## config.mk

```make
export PLATFORM = sky130hd
export DESIGN_NAME = nrx_top
export DESIGN_NICKNAME = d
export VERILOG_FILES = /design/src/pkg/nrx_pkg.sv /design/src/nrx_len_check.sv /design/src/nrx_resp_timer.sv /design/src/nrx_top.sv
export VERILOG_INCLUDE_DIRS = /design/src /design/src/pkg
export SDC_FILE = /design/constraint.sdc
export NUM_CORES = 1
export LEC_CHECK = 0
export BUFFER_PORTS_ARGS = -buffer_cell sky130_fd_sc_hd__buf_2
export CAP_MARGIN = 20
export CORE_ASPECT_RATIO = 1.4
export CORE_MARGIN = 4
export CORE_UTILIZATION = 48
export DETAILED_ROUTE_END_ITERATION = 12
export GPL_ROUTABILITY_DRIVEN = 0
export PLACE_DENSITY = 0.77
export REMOVE_ABC_BUFFERS = 1
export SETUP_SLACK_MARGIN = 0.1
export SYNTH_ARGS = -nofsm -noshare
export SYNTH_HDL_FRONTEND = slang
export SYNTH_SLANG_ARGS = --single-unit
```

## constraint.sdc

```tcl
create_clock -name hclk -period 2.77 [get_ports hclk]
set_input_delay 0.4155 -clock hclk [delete_from_list [all_inputs] [get_ports hclk]]
set_output_delay 0.4155 -clock hclk [all_outputs]
set_load 0.03 [all_outputs]
```

## src/pkg/nrx_consts.svh

```systemverilog
// register map, field positions, reset values and counts of the rx filter block
//
// Overview of operation
// RQ1: with wait bit set, anticollision ends only on a command after select or polling
// RQ2: wait bit set blocks active mode; host must not run active exchanges then
// RQ3: at 424 kbit passive, half-slot bit halves the 212 kbit slot, else equal
// RQ4: max field times four is the longest packet; longer packets are discarded
// RQ5: a zero max field accepts packets up to 256 bytes
// RQ6: at 106 kbit without sync detect, no length limit applies
// RQ7: card-mode bits 7..5 set pause decoder sensitivity
// RQ8: card-mode bits 4..3 set pause decoder time constant
// RQ9: halted at 106 kbit, only request code 52h counts as a request
// RQ10: host may set halted flag; card state machine sets it on halt
// RQ11: an rf reset clears the halted flag
// RQ12: minimum response time is seven bits plus the two-bit extra field
// RQ13: a transmit started early is held until minimum response time ends
// RQ14: a transmit after that time starts at once on correct bit phase
// RQ15: card-mode register resets to 62h, packet-limit register to 00h
// RQ16: min field times four is the shortest packet; shorter ones are discarded
// RQ17: discarded packets are not stored and raise no reception complete; code writes their bytes, up to the max limit, before discard
`ifndef NRX_CONSTS_SVH
`define NRX_CONSTS_SVH

// ----------------------------------------
// register indices (byte address = 4 * index)
// ----------------------------------------
`define NRX_IDX_PLIM 8'h1b
`define NRX_IDX_CMODE 8'h1c
`define NRX_IDX_CTRL 8'h20
`define NRX_IDX_STAT 8'h21

// ----------------------------------------
// reset values and field positions
// ----------------------------------------
`define NRX_PLIM_RST 8'h00
`define NRX_CMODE_RST 8'h62
`define NRX_WAIT_SEL_BIT 7
`define NRX_HALF_SLOT_BIT 6
`define NRX_HALT_BIT 2
`define NRX_START_BIT 13

// ----------------------------------------
// protocol figures
// ----------------------------------------
`define NRX_REQ_CODE 8'h52
`define NRX_RESP_BASE_BITS 4'h7
`define NRX_ZERO_MAX_LEN 9'h100
`define NRX_LEN_SAT 9'h1ff
`define NRX_SLOT_212_CYC 16'h0400

`endif

```

## src/pkg/nrx_pkg.sv

```systemverilog
// types shared by the rx filter and timing block
`default_nettype none
package nrx_pkg;
  typedef enum logic [1:0] {NRX_R106, NRX_R212, NRX_R424} nrx_rate_t;
  typedef enum logic [1:0] {NRX_AC_IDLE, NRX_AC_HUNT, NRX_AC_SEL} nrx_ac_t;

  typedef struct packed {
    logic [3:0] bits;
    logic running;
    logic elapsed;
    logic pend;
    logic [2:0] phase_cnt;
    logic go;
  } nrx_tmr_t;

  typedef struct packed {
    logic [7:0] plim;
    logic [7:0] cmode;
    logic [5:0] minq;
    logic sync_gate;
    nrx_rate_t rate;
    logic active_req;
    logic [2:0] txphase;
    logic ap_valid;
    logic ap_write;
    logic [7:0] ap_idx;
    logic [31:0] rdata;
    nrx_ac_t ac;
    logic ac_done;
    logic [8:0] cnt;
    logic over;
    logic in_pkt;
    logic wr_en;
    logic [7:0] wdat;
    logic commit;
    logic discard;
    logic req_ok;
    logic [15:0] drop_cnt;
    logic [15:0] slot_cyc;
  } nrx_top_t;
endpackage
`default_nettype wire

```

## src/nrx_len_check.sv

```systemverilog
// packet length limit check against the min and max quad fields
`timescale 1ns/100ps
`default_nettype none
`include "nrx_consts.svh"
module nrx_len_check
  import nrx_pkg::*;
(
  // length and limits
  input wire logic [8:0] len,
  input wire logic [5:0] max_q,
  input wire logic [5:0] min_q,
  input wire nrx_rate_t rate,
  input wire logic sync_gate,
  // verdict
  output logic too_long,
  output logic too_short
);
  logic gate;
  logic [8:0] max_len;
  logic [8:0] min_len;

  // slow rate without sync detect has no limits
  assign gate = (rate != NRX_R106) | sync_gate; // [RQ6]
  assign max_len = (max_q == 6'h00) ? `NRX_ZERO_MAX_LEN : {1'b0, max_q, 2'b00}; // [RQ5]
  assign min_len = {1'b0, min_q, 2'b00};
  assign too_long = gate & (len > max_len); // [RQ4]
  assign too_short = gate & (len < min_len); // [RQ16]
endmodule
`default_nettype wire

```

## src/nrx_resp_timer.sv

```systemverilog
// minimum receive-to-transmit response timer with bit-phase launch
`timescale 1ns/100ps
`default_nettype none
`include "nrx_consts.svh"
module nrx_resp_timer
  import nrx_pkg::*;
(
  // clock and reset
  input wire logic hclk,
  input wire logic hresetn,
  // events
  input wire logic bit_tick,
  input wire logic rx_end,
  input wire logic tx_start,
  // settings
  input wire logic [1:0] extra,
  input wire logic [2:0] phase,
  // results
  output logic tx_go,
  output logic tx_pending,
  output logic resp_elapsed
);
  nrx_tmr_t s;
  nrx_tmr_t n;
  logic [3:0] target;

  assign target = `NRX_RESP_BASE_BITS + {2'b00, extra}; // [RQ12]

  always_comb begin
    n = s;
    n.go = 1'b0;
    if (bit_tick) begin
      n.phase_cnt = 3'h0;
    end else if (s.phase_cnt != 3'h7) begin
      n.phase_cnt = s.phase_cnt + 3'h1;
    end
    if (s.running && bit_tick) begin
      n.bits = s.bits + 4'h1;
      if (s.bits + 4'h1 == target) begin // [RQ12]
        n.running = 1'b0;
        n.elapsed = 1'b1;
      end
    end
    if (rx_end) begin
      n.running = 1'b1;
      n.bits = 4'h0;
      n.elapsed = 1'b0;
    end
    // held until elapsed, then launched on the chosen phase
    if (s.pend && s.elapsed && s.phase_cnt == phase) begin // [RQ13] [RQ14]
      n.go = 1'b1;
      n.pend = 1'b0;
    end
    // a new start beats the launch clear
    if (tx_start) begin
      n.pend = 1'b1;
    end
  end

  always_ff @(posedge hclk or negedge hresetn) begin
    if (!hresetn) begin
      s <= '{bits: 4'h0, running: 1'b0, elapsed: 1'b1, pend: 1'b0,
             phase_cnt: 3'h0, go: 1'b0};
    end else begin
      s <= n;
    end
  end

  assign tx_go = s.go;
  assign tx_pending = s.pend;
  assign resp_elapsed = s.elapsed;

  a_no_early_go: assert property ( // [RQ13]
    @(posedge hclk) disable iff (!hresetn) s.go |-> $past(s.elapsed))
    else $error("transmit launched before minimum response time");
  a_resp_count: assert property ( // [RQ12]
    @(posedge hclk) disable iff (!hresetn)
    $rose(s.elapsed) |-> $past(bit_tick) && ($past(s.bits) == $past(target) - 4'h1))
    else $error("response time not seven plus extra bits");
  a_rx_restart: assert property ( // [RQ12]
    @(posedge hclk) disable iff (!hresetn) rx_end |=> !s.elapsed)
    else $error("response timer did not restart on receive end");
  a_go_prompt: assert property ( // [RQ14]
    @(posedge hclk) disable iff (!hresetn)
    s.pend && s.elapsed && s.phase_cnt == phase |=> s.go)
    else $error("due transmit not launched at once");
endmodule
`default_nettype wire

```

## src/nrx_top.sv

```systemverilog
// target-side rx length filter, anticollision end, halt and response timing
`timescale 1ns/100ps
`default_nettype none
`include "nrx_consts.svh"
module nrx_top
  import nrx_pkg::*;
#(
  parameter logic [15:0] SLOT_212_CYC = `NRX_SLOT_212_CYC
) (
  // clock and reset
  input wire logic hclk,
  input wire logic hresetn,
  // ahb-lite slave
  input wire logic hsel,
  input wire logic [31:0] haddr,
  input wire logic [1:0] htrans,
  input wire logic hwrite,
  input wire logic [2:0] hsize,
  input wire logic [31:0] hwdata,
  input wire logic hready,
  output logic [31:0] hrdata,
  output logic hreadyout,
  output logic hresp,
  // received packet stream
  input wire logic rx_start,
  input wire logic rx_byte_valid,
  input wire logic [7:0] rx_byte,
  input wire logic rx_end,
  output logic rx_wr_en,
  output logic [7:0] rx_wr_data,
  output logic rx_complete,
  output logic rx_discard,
  // card state machine events
  input wire logic sel_a_ok,
  input wire logic poll_ok,
  input wire logic cmd_valid,
  input wire logic halt_enter,
  input wire logic rf_reset,
  input wire logic req_seen,
  input wire logic [7:0] req_code,
  output logic req_accept,
  output logic anticoll_busy,
  output logic anticoll_done,
  output logic active_mode_en,
  // transmit timing
  input wire logic bit_tick,
  input wire logic tx_start,
  output logic tx_go,
  // settings to the analog side
  output logic [15:0] slot_cycles,
  output logic [2:0] pause_decoder_sensitivity,
  output logic [1:0] pause_decoder_time_constant,
  output logic halted_card_flag
);
  // ----------------------------------------
  // state
  // ----------------------------------------
  nrx_top_t s;
  nrx_top_t n;
  logic [8:0] cnt_inc;
  logic nxt_long;
  logic cur_long;
  logic cur_short;
  logic tmr_pend;
  logic tmr_elapsed;
  logic wait_sel;
  logic halted;

  assign wait_sel = s.plim[`NRX_WAIT_SEL_BIT];
  assign halted = s.cmode[`NRX_HALT_BIT];
  assign cnt_inc = (s.cnt == `NRX_LEN_SAT) ? s.cnt : s.cnt + 9'h001;

  // ----------------------------------------
  // length checks
  // ----------------------------------------
  // one check looks ahead so an overlong byte is never stored
  nrx_len_check u_next_len (
    .len(cnt_inc),
    .max_q(s.plim[5:0]),
    .min_q(s.minq),
    .rate(s.rate),
    .sync_gate(s.sync_gate),
    .too_long(nxt_long),
    .too_short()
  );

  nrx_len_check u_cur_len (
    .len(s.cnt),
    .max_q(s.plim[5:0]),
    .min_q(s.minq),
    .rate(s.rate),
    .sync_gate(s.sync_gate),
    .too_long(cur_long),
    .too_short(cur_short)
  );

  // ----------------------------------------
  // response timer
  // ----------------------------------------
  nrx_resp_timer u_timer (
    .hclk(hclk),
    .hresetn(hresetn),
    .bit_tick(bit_tick),
    .rx_end(rx_end),
    .tx_start(tx_start),
    .extra(s.cmode[1:0]),
    .phase(s.txphase),
    .tx_go(tx_go),
    .tx_pending(tmr_pend),
    .resp_elapsed(tmr_elapsed)
  );

  // ----------------------------------------
  // next state
  // ----------------------------------------
  always_comb begin
    logic start_ac;
    logic rd_hit;
    start_ac = 1'b0;
    rd_hit = 1'b0;
    n = s;
    n.ac_done = 1'b0;
    n.wr_en = 1'b0;
    n.commit = 1'b0;
    n.discard = 1'b0;

    // bus data phase write
    if (s.ap_valid && s.ap_write) begin
      case (s.ap_idx)
        `NRX_IDX_PLIM: begin
          n.plim = hwdata[7:0];
        end
        `NRX_IDX_CMODE: begin
          n.cmode = hwdata[7:0]; // [RQ10]
        end
        `NRX_IDX_CTRL: begin
          n.minq = hwdata[5:0];
          n.sync_gate = hwdata[6];
          n.rate = nrx_rate_t'(hwdata[8:7]);
          n.active_req = hwdata[9];
          n.txphase = hwdata[12:10];
          start_ac = hwdata[`NRX_START_BIT];
        end
        default: begin
        end
      endcase
    end

    // hardware set wins over rf reset and host clear
    if (rf_reset) begin
      n.cmode[`NRX_HALT_BIT] = 1'b0; // [RQ11]
    end
    if (halt_enter) begin
      n.cmode[`NRX_HALT_BIT] = 1'b1; // [RQ10]
    end

    // anticollision end
    case (s.ac)
      NRX_AC_IDLE: begin
        if (start_ac) begin
          n.ac = NRX_AC_HUNT;
        end
      end
      NRX_AC_HUNT: begin
        if (sel_a_ok || poll_ok) begin
          n.ac = NRX_AC_SEL;
        end else if (cmd_valid && !wait_sel) begin // [RQ1]
          n.ac = NRX_AC_IDLE;
          n.ac_done = 1'b1;
        end
      end
      NRX_AC_SEL: begin
        if (rf_reset) begin
          n.ac = NRX_AC_HUNT;
        end else if (cmd_valid) begin // [RQ1]
          n.ac = NRX_AC_IDLE;
          n.ac_done = 1'b1;
        end
      end
      default: begin
        n.ac = NRX_AC_IDLE;
      end
    endcase

    // halted card at 106 kbit answers only the one request code
    n.req_ok = req_seen && !(halted && s.rate == NRX_R106 &&
                             req_code != `NRX_REQ_CODE); // [RQ9]

    // packet filter; an end marker on a byte cycle is ignored, the byte is counted
    if (rx_start) begin
      n.cnt = 9'h000;
      n.over = 1'b0;
      n.in_pkt = 1'b1;
    end else if (s.in_pkt && rx_byte_valid) begin
      n.cnt = cnt_inc;
      if (nxt_long || s.over) begin // [RQ4]
        n.over = 1'b1;
      end else begin
        n.wr_en = 1'b1;
        n.wdat = rx_byte;
      end
    end else if (s.in_pkt && rx_end) begin
      n.in_pkt = 1'b0;
      if (s.over || cur_long || cur_short) begin // [RQ16] [RQ17]
        n.discard = 1'b1;
        n.drop_cnt = s.drop_cnt + 16'h0001;
      end else begin
        n.commit = 1'b1;
      end
    end

    // slot length only shrinks in passive mode at the top rate
    if (s.rate == NRX_R424 && !active_mode_en &&
        s.plim[`NRX_HALF_SLOT_BIT]) begin // [RQ3]
      n.slot_cyc = {1'b0, SLOT_212_CYC[15:1]};
    end else begin
      n.slot_cyc = SLOT_212_CYC;
    end

    // address phase; read data built from post-write values
    n.ap_valid = hsel && htrans[1] && hready && (haddr[31:10] == 22'h00_0000);
    n.ap_write = hwrite;
    n.ap_idx = haddr[9:2];
    rd_hit = n.ap_valid && !hwrite;
    if (rd_hit) begin
      case (haddr[9:2])
        `NRX_IDX_PLIM: begin
          n.rdata = {24'h00_0000, n.plim};
        end
        `NRX_IDX_CMODE: begin
          n.rdata = {24'h00_0000, n.cmode};
        end
        `NRX_IDX_CTRL: begin
          n.rdata = {19'h0_0000, n.txphase, n.active_req, n.rate,
                     n.sync_gate, n.minq};
        end
        `NRX_IDX_STAT: begin
          n.rdata = {s.drop_cnt, 11'h000, tmr_elapsed, tmr_pend,
                     active_mode_en, s.ac};
        end
        default: begin
          n.rdata = 32'h0000_0000;
        end
      endcase
    end
  end

  always_ff @(posedge hclk or negedge hresetn) begin
    if (!hresetn) begin
      s <= '0;
      s.plim <= `NRX_PLIM_RST; // [RQ15]
      s.cmode <= `NRX_CMODE_RST; // [RQ15]
      s.rate <= NRX_R106;
      s.ac <= NRX_AC_IDLE;
      s.slot_cyc <= SLOT_212_CYC;
    end else begin
      s <= n;
    end
  end

  // ----------------------------------------
  // outputs
  // ----------------------------------------
  // zero-wait slave; every access completes okay
  assign hreadyout = 1'b1;
  assign hresp = 1'b0;
  assign hrdata = s.rdata;
  assign rx_wr_en = s.wr_en;
  assign rx_wr_data = s.wdat;
  assign rx_complete = s.commit;
  assign rx_discard = s.discard;
  assign req_accept = s.req_ok;
  assign anticoll_busy = (s.ac != NRX_AC_IDLE);
  assign anticoll_done = s.ac_done;
  // active exchanges refused while waiting for selection
  assign active_mode_en = s.active_req & ~wait_sel; // [RQ2]
  assign slot_cycles = s.slot_cyc;
  assign pause_decoder_sensitivity = s.cmode[7:5]; // [RQ7]
  assign pause_decoder_time_constant = s.cmode[4:3]; // [RQ8]
  assign halted_card_flag = halted;

  // ----------------------------------------
  // checks
  // ----------------------------------------
  a_select_first: assert property ( // [RQ1]
    @(posedge hclk) disable iff (!hresetn)
    s.ac_done && $past(wait_sel) |-> $past(s.ac) == NRX_AC_SEL)
    else $error("anticollision ended without selection");
  a_active_block: assert property ( // [RQ2]
    @(posedge hclk) disable iff (!hresetn) wait_sel |-> !active_mode_en)
    else $error("active mode enabled while waiting for selection");
  a_slot_half: assert property ( // [RQ3]
    @(posedge hclk) disable iff (!hresetn)
    s.rate == NRX_R424 && !active_mode_en && s.plim[6] ##1 s.rate == NRX_R424
    |-> s.slot_cyc == {1'b0, SLOT_212_CYC[15:1]})
    else $error("short slot not half of 212 slot");
  a_max_write: assert property ( // [RQ4]
    @(posedge hclk) disable iff (!hresetn) s.wr_en |-> !cur_long)
    else $error("byte beyond maximum length stored");
  a_zero_max: assert property ( // [RQ5]
    @(posedge hclk) disable iff (!hresetn)
    s.plim[5:0] == 6'h00 && s.cnt <= 9'h100 |-> !cur_long)
    else $error("zero max field rejected packet up to 256 bytes");
  a_slow_open: assert property ( // [RQ6]
    @(posedge hclk) disable iff (!hresetn)
    s.rate == NRX_R106 && !s.sync_gate |-> !cur_long && !cur_short)
    else $error("length limit applied at slow rate without sync");
  a_decoder_cfg: assert property ( // [RQ7] [RQ8]
    @(posedge hclk) disable iff (!hresetn)
    s.ap_valid && s.ap_write && s.ap_idx == `NRX_IDX_CMODE
    |=> pause_decoder_sensitivity == $past(hwdata[7:5]) &&
        pause_decoder_time_constant == $past(hwdata[4:3]))
    else $error("pause decoder settings not taken from register");
  a_halted_req: assert property ( // [RQ9]
    @(posedge hclk) disable iff (!hresetn)
    s.req_ok && $past(halted) && $past(s.rate) == NRX_R106
    |-> $past(req_code) == `NRX_REQ_CODE)
    else $error("halted card accepted a wrong request code");
  a_halt_set: assert property ( // [RQ10]
    @(posedge hclk) disable iff (!hresetn) halt_enter |=> halted)
    else $error("halt entry did not set halted flag");
  a_rf_clear: assert property ( // [RQ11]
    @(posedge hclk) disable iff (!hresetn)
    rf_reset && !halt_enter |=> !halted)
    else $error("rf reset did not clear halted flag");
  a_reset_vals: assert property ( // [RQ15]
    @(posedge hclk) $rose(hresetn) |-> s.plim == `NRX_PLIM_RST &&
    s.cmode == `NRX_CMODE_RST)
    else $error("register reset values wrong");
  a_short_drop: assert property ( // [RQ16]
    @(posedge hclk) disable iff (!hresetn)
    s.in_pkt && rx_end && !rx_start && !rx_byte_valid && cur_short
    |=> s.discard && !s.commit)
    else $error("short packet not discarded");
  a_drop_silent: assert property ( // [RQ17]
    @(posedge hclk) disable iff (!hresetn)
    s.discard |-> !s.commit && !s.wr_en)
    else $error("discarded packet signalled complete");
  a_hunt_end: assert property ( // [RQ1]
    @(posedge hclk) disable iff (!hresetn)
    s.ac == NRX_AC_HUNT && cmd_valid && !wait_sel && !sel_a_ok && !poll_ok |=> s.ac_done)
    else $error("hunt not ended by command without wait bit");
  a_long_drop: assert property ( // [RQ4]
    @(posedge hclk) disable iff (!hresetn)
    s.in_pkt && rx_end && !rx_start && !rx_byte_valid && s.over |=> s.discard)
    else $error("overlong packet not discarded");
endmodule
`default_nettype wire

```

=== After elaboration in Yosys (flattened, before gate mapping) ===
Index checks and enable logic that the tools add are counted.

* Register bits after elaboration: 140
* Latch bits: 0
* RAM bits: 0
* Bits in read-only memories: 0
* Bits of input ports: 101
* Output and inout port bits: 72
* Memories kept: 0

* Add/subtract/negate cells: 5
* $mul: 0
* Divide/modulo/power cells: 0
* Order comparisons: 3
* Equal/unequal tests: 19
* Shift-type cells: 0
* Multiplexer cells: 41
* Bitwise operators: 9
* Reductions and logical operators: 43

{| class="wikitable"
|+ Operators with widths
! kind !! count
|-
| $pmux W32 S4 || 1
|-
| $mux W9 || 4
|-
| $mux W11 || 3
|-
| $eq A8 B5 Y1 const B || 4
|-
| $mux W29 || 1
|-
| $eq A8 B6 Y1 const B || 3
|-
| $logic_not A22 Y1 || 1
|-
| $gt A9 B9 Y1 || 2
|-
| $reduce_bool A2 Y1 || 9
|-
| $add A16 B1 Y16 const B || 1
|-
| $logic_and A1 B1 Y1 || 16
|-
| $mux W8 || 2
|-
| $mux W1 || 14
|-
| $mux W13 || 1
|-
| $mux W2 || 6
|-
| $mux W3 || 4
|-
| $mux W6 || 2
|-
| $mux W10 || 1
|-
| $add A9 B1 Y9 const B || 1
|-
| $eq A9 B9 Y1 const B || 1
|-
| $lt A9 B8 Y1 || 1
|-
| $ne A3 B3 Y1 const B || 3
|-
| $ne A8 B7 Y1 const B || 1
|-
| $logic_not A6 Y1 || 1
|-
| 19 further kinds || 37
|}

=== Depth between registers and ports, before layout ===
* Depth after elaboration: 10
* Mapped depth: 11

=== Cells and area by module ===
Synthesis repeated with hierarchy kept, for this count alone.

* Cell total of the unflattened synthesis: 664
* Area total of the unflattened synthesis: 6745.2 µm²

{| class="wikitable"
|+ Modules (own cells, without submodules)
! module !! times used !! cells each !! area each (µm²) !! seq. area each (µm²)
|-
| nrx_top || 1 || 515 || 5445.2 || 2807.7
|-
| nrx_len_check || 2 || 44 || 339.1 || 0.0
|-
| nrx_resp_timer || 1 || 61 || 621.8 || 276.5
|}

=== Worst setup path after synthesis ===
OpenSTA, ideal clock, no wires.

* Kind: reg2reg
* Start point: register s[46] (netlist bit)
* End point: register s (netlist bit rx_wr_data[0])
* Setup time: 127 ps
* Arrival: 2856 ps
* Data required time: 2643 ps
* Setup slack: -214 ps
* Cell stages (with the launch flop): 12
* Cells stage by stage: dfrtp_1 -> ha_1 -> and4_1 -> a311oi_1 -> nand3_1 -> xnor2_1 -> ha_1 -> nand4_1 -> a21oi_1 -> o21ai_0 -> o21ai_2 -> mux2_1

* Longest elaborated chain between the ends: 7
* Elaborated cells on any way between the ends: 8
* Classes of those cells: 1 x add/sub; 1 x order compare; 1 x eq/ne; 1 x mux; 2 x bitwise; 2 x reduce/logical

{| class="wikitable"
|+ RTL lines
! item !! RTL line !! RTL
|-
| from (decl) || nrx_top.sv:58 || <nowiki>nrx_top_t s;</nowiki>
|-
| from (signal assigned) || nrx_top.sv:257 || <nowiki>s <= n;</nowiki>
|-
| $add A9 B1 Y9 or $eq A9 B9 Y1 (tied branches) || - ||
|-
| $mux W9 (*) || nrx_top.sv:71 || <nowiki>assign cnt_inc = (s.cnt == `NRX_LEN_SAT) ? s.cnt : s.cnt + 9'h001;</nowiki>
|-
| $gt A9 B9 Y1 (*) || nrx_len_check.sv:26 || <nowiki>assign too_long = gate & (len > max_len);</nowiki>
|-
| $and A1 B1 Y1 (*) || nrx_len_check.sv:26 ||
|-
| $logic_or A1 B1 Y1 (*) || nrx_top.sv:196 || <nowiki>if (nxt_long || s.over) begin</nowiki>
|-
| $not A1 Y1 (no line) (*) || - ||
|-
| $reduce_and A3 Y1 (no line) (*) || - ||
|}

Every way passes the cells marked *; elsewhere a longest branch is shown, timed or not.
A chain may end at the register's enable or synchronous reset.

=== Worst setup path after layout ===
* Start point: register s[47] (netlist bit)
* End point: register s (netlist bit rx_wr_data[0])

The elaborated chain is that of the path after synthesis.

==> results.cfg <==
[cts]
cts_made_buffers = 17
cts.sinks = 123
htreeDepth = 4
tritoncts = done
clkTransAtPathRegs_ns = 0.05
insertion_delay_ns = 0.40
max-clock-path-buffers = 2
cts.root.buffer_cell = clkbuf_16

[timing]
setup_viol = 0
slew_headroom_pct = 59.7
slew_violations = 0
grt_setup_unrepaired = yes
max_freq_ghz = 0.361
finalCritPeriodShare_pct = 99.9
layout_setup_ws_ns = 0.00184
period_minus_slack_ns = 2.77
fin_skew_ns = 0.0103
final_hold_viol_count = 0
setup_tns_ns = 0
tightest_slew_ns = 0.604

[drt]
drc_errors = 0
firstDrtPassIters = 5
drt_wl_total_um = 15400
drtIter0Drc = 270
ant_nets = 0
vias = 4948
wire_per_inst_um = 16.2
via_per_inst = 5.22

[floorplan]
core_um2 = 13400
die_area_um2 = 15600
dieWidth_um = 107
io_pins = 173
rows = 50
die_h_um = 146
initial_core_util_pct = 48.8

[power_and_ir_drop]
peakVddDrop_v = 0.000463
seq_power_share_pct = 39.7
power_density_nw_per_um2 = 646
combPwrFrac_pct = 13.5
p_sw_share_pct = 25.3
p_leak_nw = 3.89
intPower_mw = 3.82
p_sw_mw = 1.30
p_clk_share_pct = 46.8

[critical_path]
crit_chain = ha_2 > and4_4 > a311oi_2 > nand3_1 > xnor2_1 > ha_1 > nand4_1 > buf_4 > a211oi_4 > o21ai_2 > buf_6 > buf_12 > mux2_4
cp_data_arrival_time_ns = 3.05
crit_path_start_kind = register
worst_ep_required_time_ns = 3.05
cpPeakStageDelay_ns = 0.38
criticalPathCategory = reg2reg
cp-end-kind = register
cp_max_fo = 5
crit_slowest_cell = dfrtp_1

[placement]
place_ws_ns = -0.132
portBuffers = 129
place_hpwl_um = 11400

[synth]
syn_inst = 637
synthTopCellsByArea = dfrtp_1 (45%), buf_4 (7.2%), ha_1 (5.7%)
synth_seq_cells = 123
yosysSeqAreaShare_pct = 47.2
synth_edf_count = 0
ys_types = 62
synth_ff_type = dfrtp_1
yosys_warnings = 0
synthArstFlopShare_pct = 100
yosysTopAreaCell = dfrtp_1
synth_top_area_share_pct = 45.2
syn_area_per_cell_um2 = 10.3
syn_area_um2 = 6540

[global_routing]
antenna_found_initial = 0
grt_pass1_wl_um = 25200
overflow = 0
grt.total_usage_pct = 20.2
grt_pass1_vias = 5192
grt_max_degree = 47

[outcome]
status = finished clean

[layout]
antenna_cells = 0
layout-drive-gt1-share_pct = 32.2
final_nets = 884
n_fill_cell = 1147
areaGrowthSynthToFinish_pct = 21.3

[job]
cap_violations = 0

[min_path]
worstHoldPathType = in2async
==> final cells by class <==
class	count	area (um^2)	share of cell area, %
clock inverter	11	195	2.46
timing repair buffer	157	920	11.6
tap	182	228	2.87
inverter	35	131	1.66
sequential	123	3080	38.9
clock buffer	21	450	5.68
multi-input combinational	419	2920	36.8
==> flip-flops by register name (all words and copies together) (netlist names), 2 cells and up <==
name,flops
rx_wr_data,8
u_timer.s,8
slot_cycles,2
pause_decoder_sensitivity,3
pause_decoder_time_constant,2
hrdata,29
s,62
==> layer usage <==
| metal | share of wire [%] | up-vias | global-route usage, % |
|---|---|---|---|
| met4 | 2.6 | 0 | 8.00 |
| met3 | 6.5 | 33 | 5.13 |
| met2 | 54 | 168 | 36.2 |
| met5 | 0 | - | 0 |
| li1 | - | 2346 | - |
| met1 | 37 | 2401 | 22.7 |
==> final timing paths <==
kind                            endpoint  slack [ns]  cells past startpoint    start
setup / recovery           rx_wr_data[0]       0.002                     13    s[47]
hold / removal             rx_wr_data[2]        0.04                      1  hresetn
setup reg to reg           rx_wr_data[0]       0.002                     13    s[47]
hold reg to reg                    s[31]        0.47                      1    s[31]
max in group asynchronous         s[114]        2.03                      2  hresetn
min in group hclk                  s[98]        0.14                      1   hwrite
==> cell families after synthesis <==
family | Yosys count | synth area share, %
fa+ha+maj | 30 | 5.74
other cells | 2 | 0.115
mux | 43 | 7.56
xor+xnor | 34 | 4.56
flops | 123 | 47.2
buf+inv | 112 | 10.1
compound gates | 82 | 8.12
simple gates | 211 | 16.6
==> placed cells by master, fill, tap and decap left out, drive strengths merged, types with 10 or more instances in the layout <==
master	n
a21oi	18
nor4	10
inv	35
buf	157
nor2	26
nor3	12
conb	19
clkbuf	21
nand2	91
xnor2	11
o21ai	32
dfrtp	118
xor2	23
ha	30
nand3	17
mux2	38
nand4	13
==> through the flow <==
step / hold WS (ns) / power (mW) / cell area [um^2] / cells / util [%]
final: 0.0362 / 5.12 / 7930 / 948 / 59.2
after global routing: 0.0661 / 5.35 / 7930 / 948 / 59.2
after global placement: 0.456 / 2.69 / 7160 / 911 / 53.4
after CTS: 0.0429 / 5.16 / 7910 / 948 / 59.1
after floorplan: 0.120 / 2.45 / 6070 / 577 / -
after detailed placement: 0.461 / 2.72 / 7160 / 911 / 53.4
==> synthesized netlist by cell type, drive strengths merged (12+ instances only) <==
master    n
nor2     26
dfrtp   118
inv      35
ha       30
a21oi    18
nand2    91
nor3     12
nand3    17
xor2     23
nand4    13
o21ai    32
mux2     38
buf      69
==> critical path: cells and delay by family, from the launching register on <==
kind                     cells  cell delay, ns
multiplexers                 1            0.29
XOR/XNOR                     1            0.15
AO/OA/AOI/OAI                3            0.50
AND/OR/NAND/NOR              3            0.40
buffers and inverters        3            0.43
flip-flops                   1            0.38
adder cells (fa/ha/maj)      2            0.50
==> power groups by stage <==
| stage | clock [mW] | sequential [mW] | combinational [mW] |
|---|---|---|---|
| after floorplan | 0 | 2.10 | 0.347 |
| after global placement | 0 | 2.05 | 0.640 |
| after detailed placement | 0 | 2.06 | 0.657 |
| after CTS | 2.43 | 2.03 | 0.696 |
| after global routing | 2.53 | 2.05 | 0.770 |
| final | 2.40 | 2.03 | 0.694 |
==> what timing repair did <==
item | 4_1_cts | 5_1_grt
pin swaps | 9 | 1
resized for setup | 19 | 2
cloned | 1 | 0
endpoints found under the setup margin | 9 | 15
endpoints found under the hold margin | 0 | 0
hold buffers | 0 | 0
buffers inserted | 4 | 0
No activity file was read; power rests on OpenSTA's default activity.
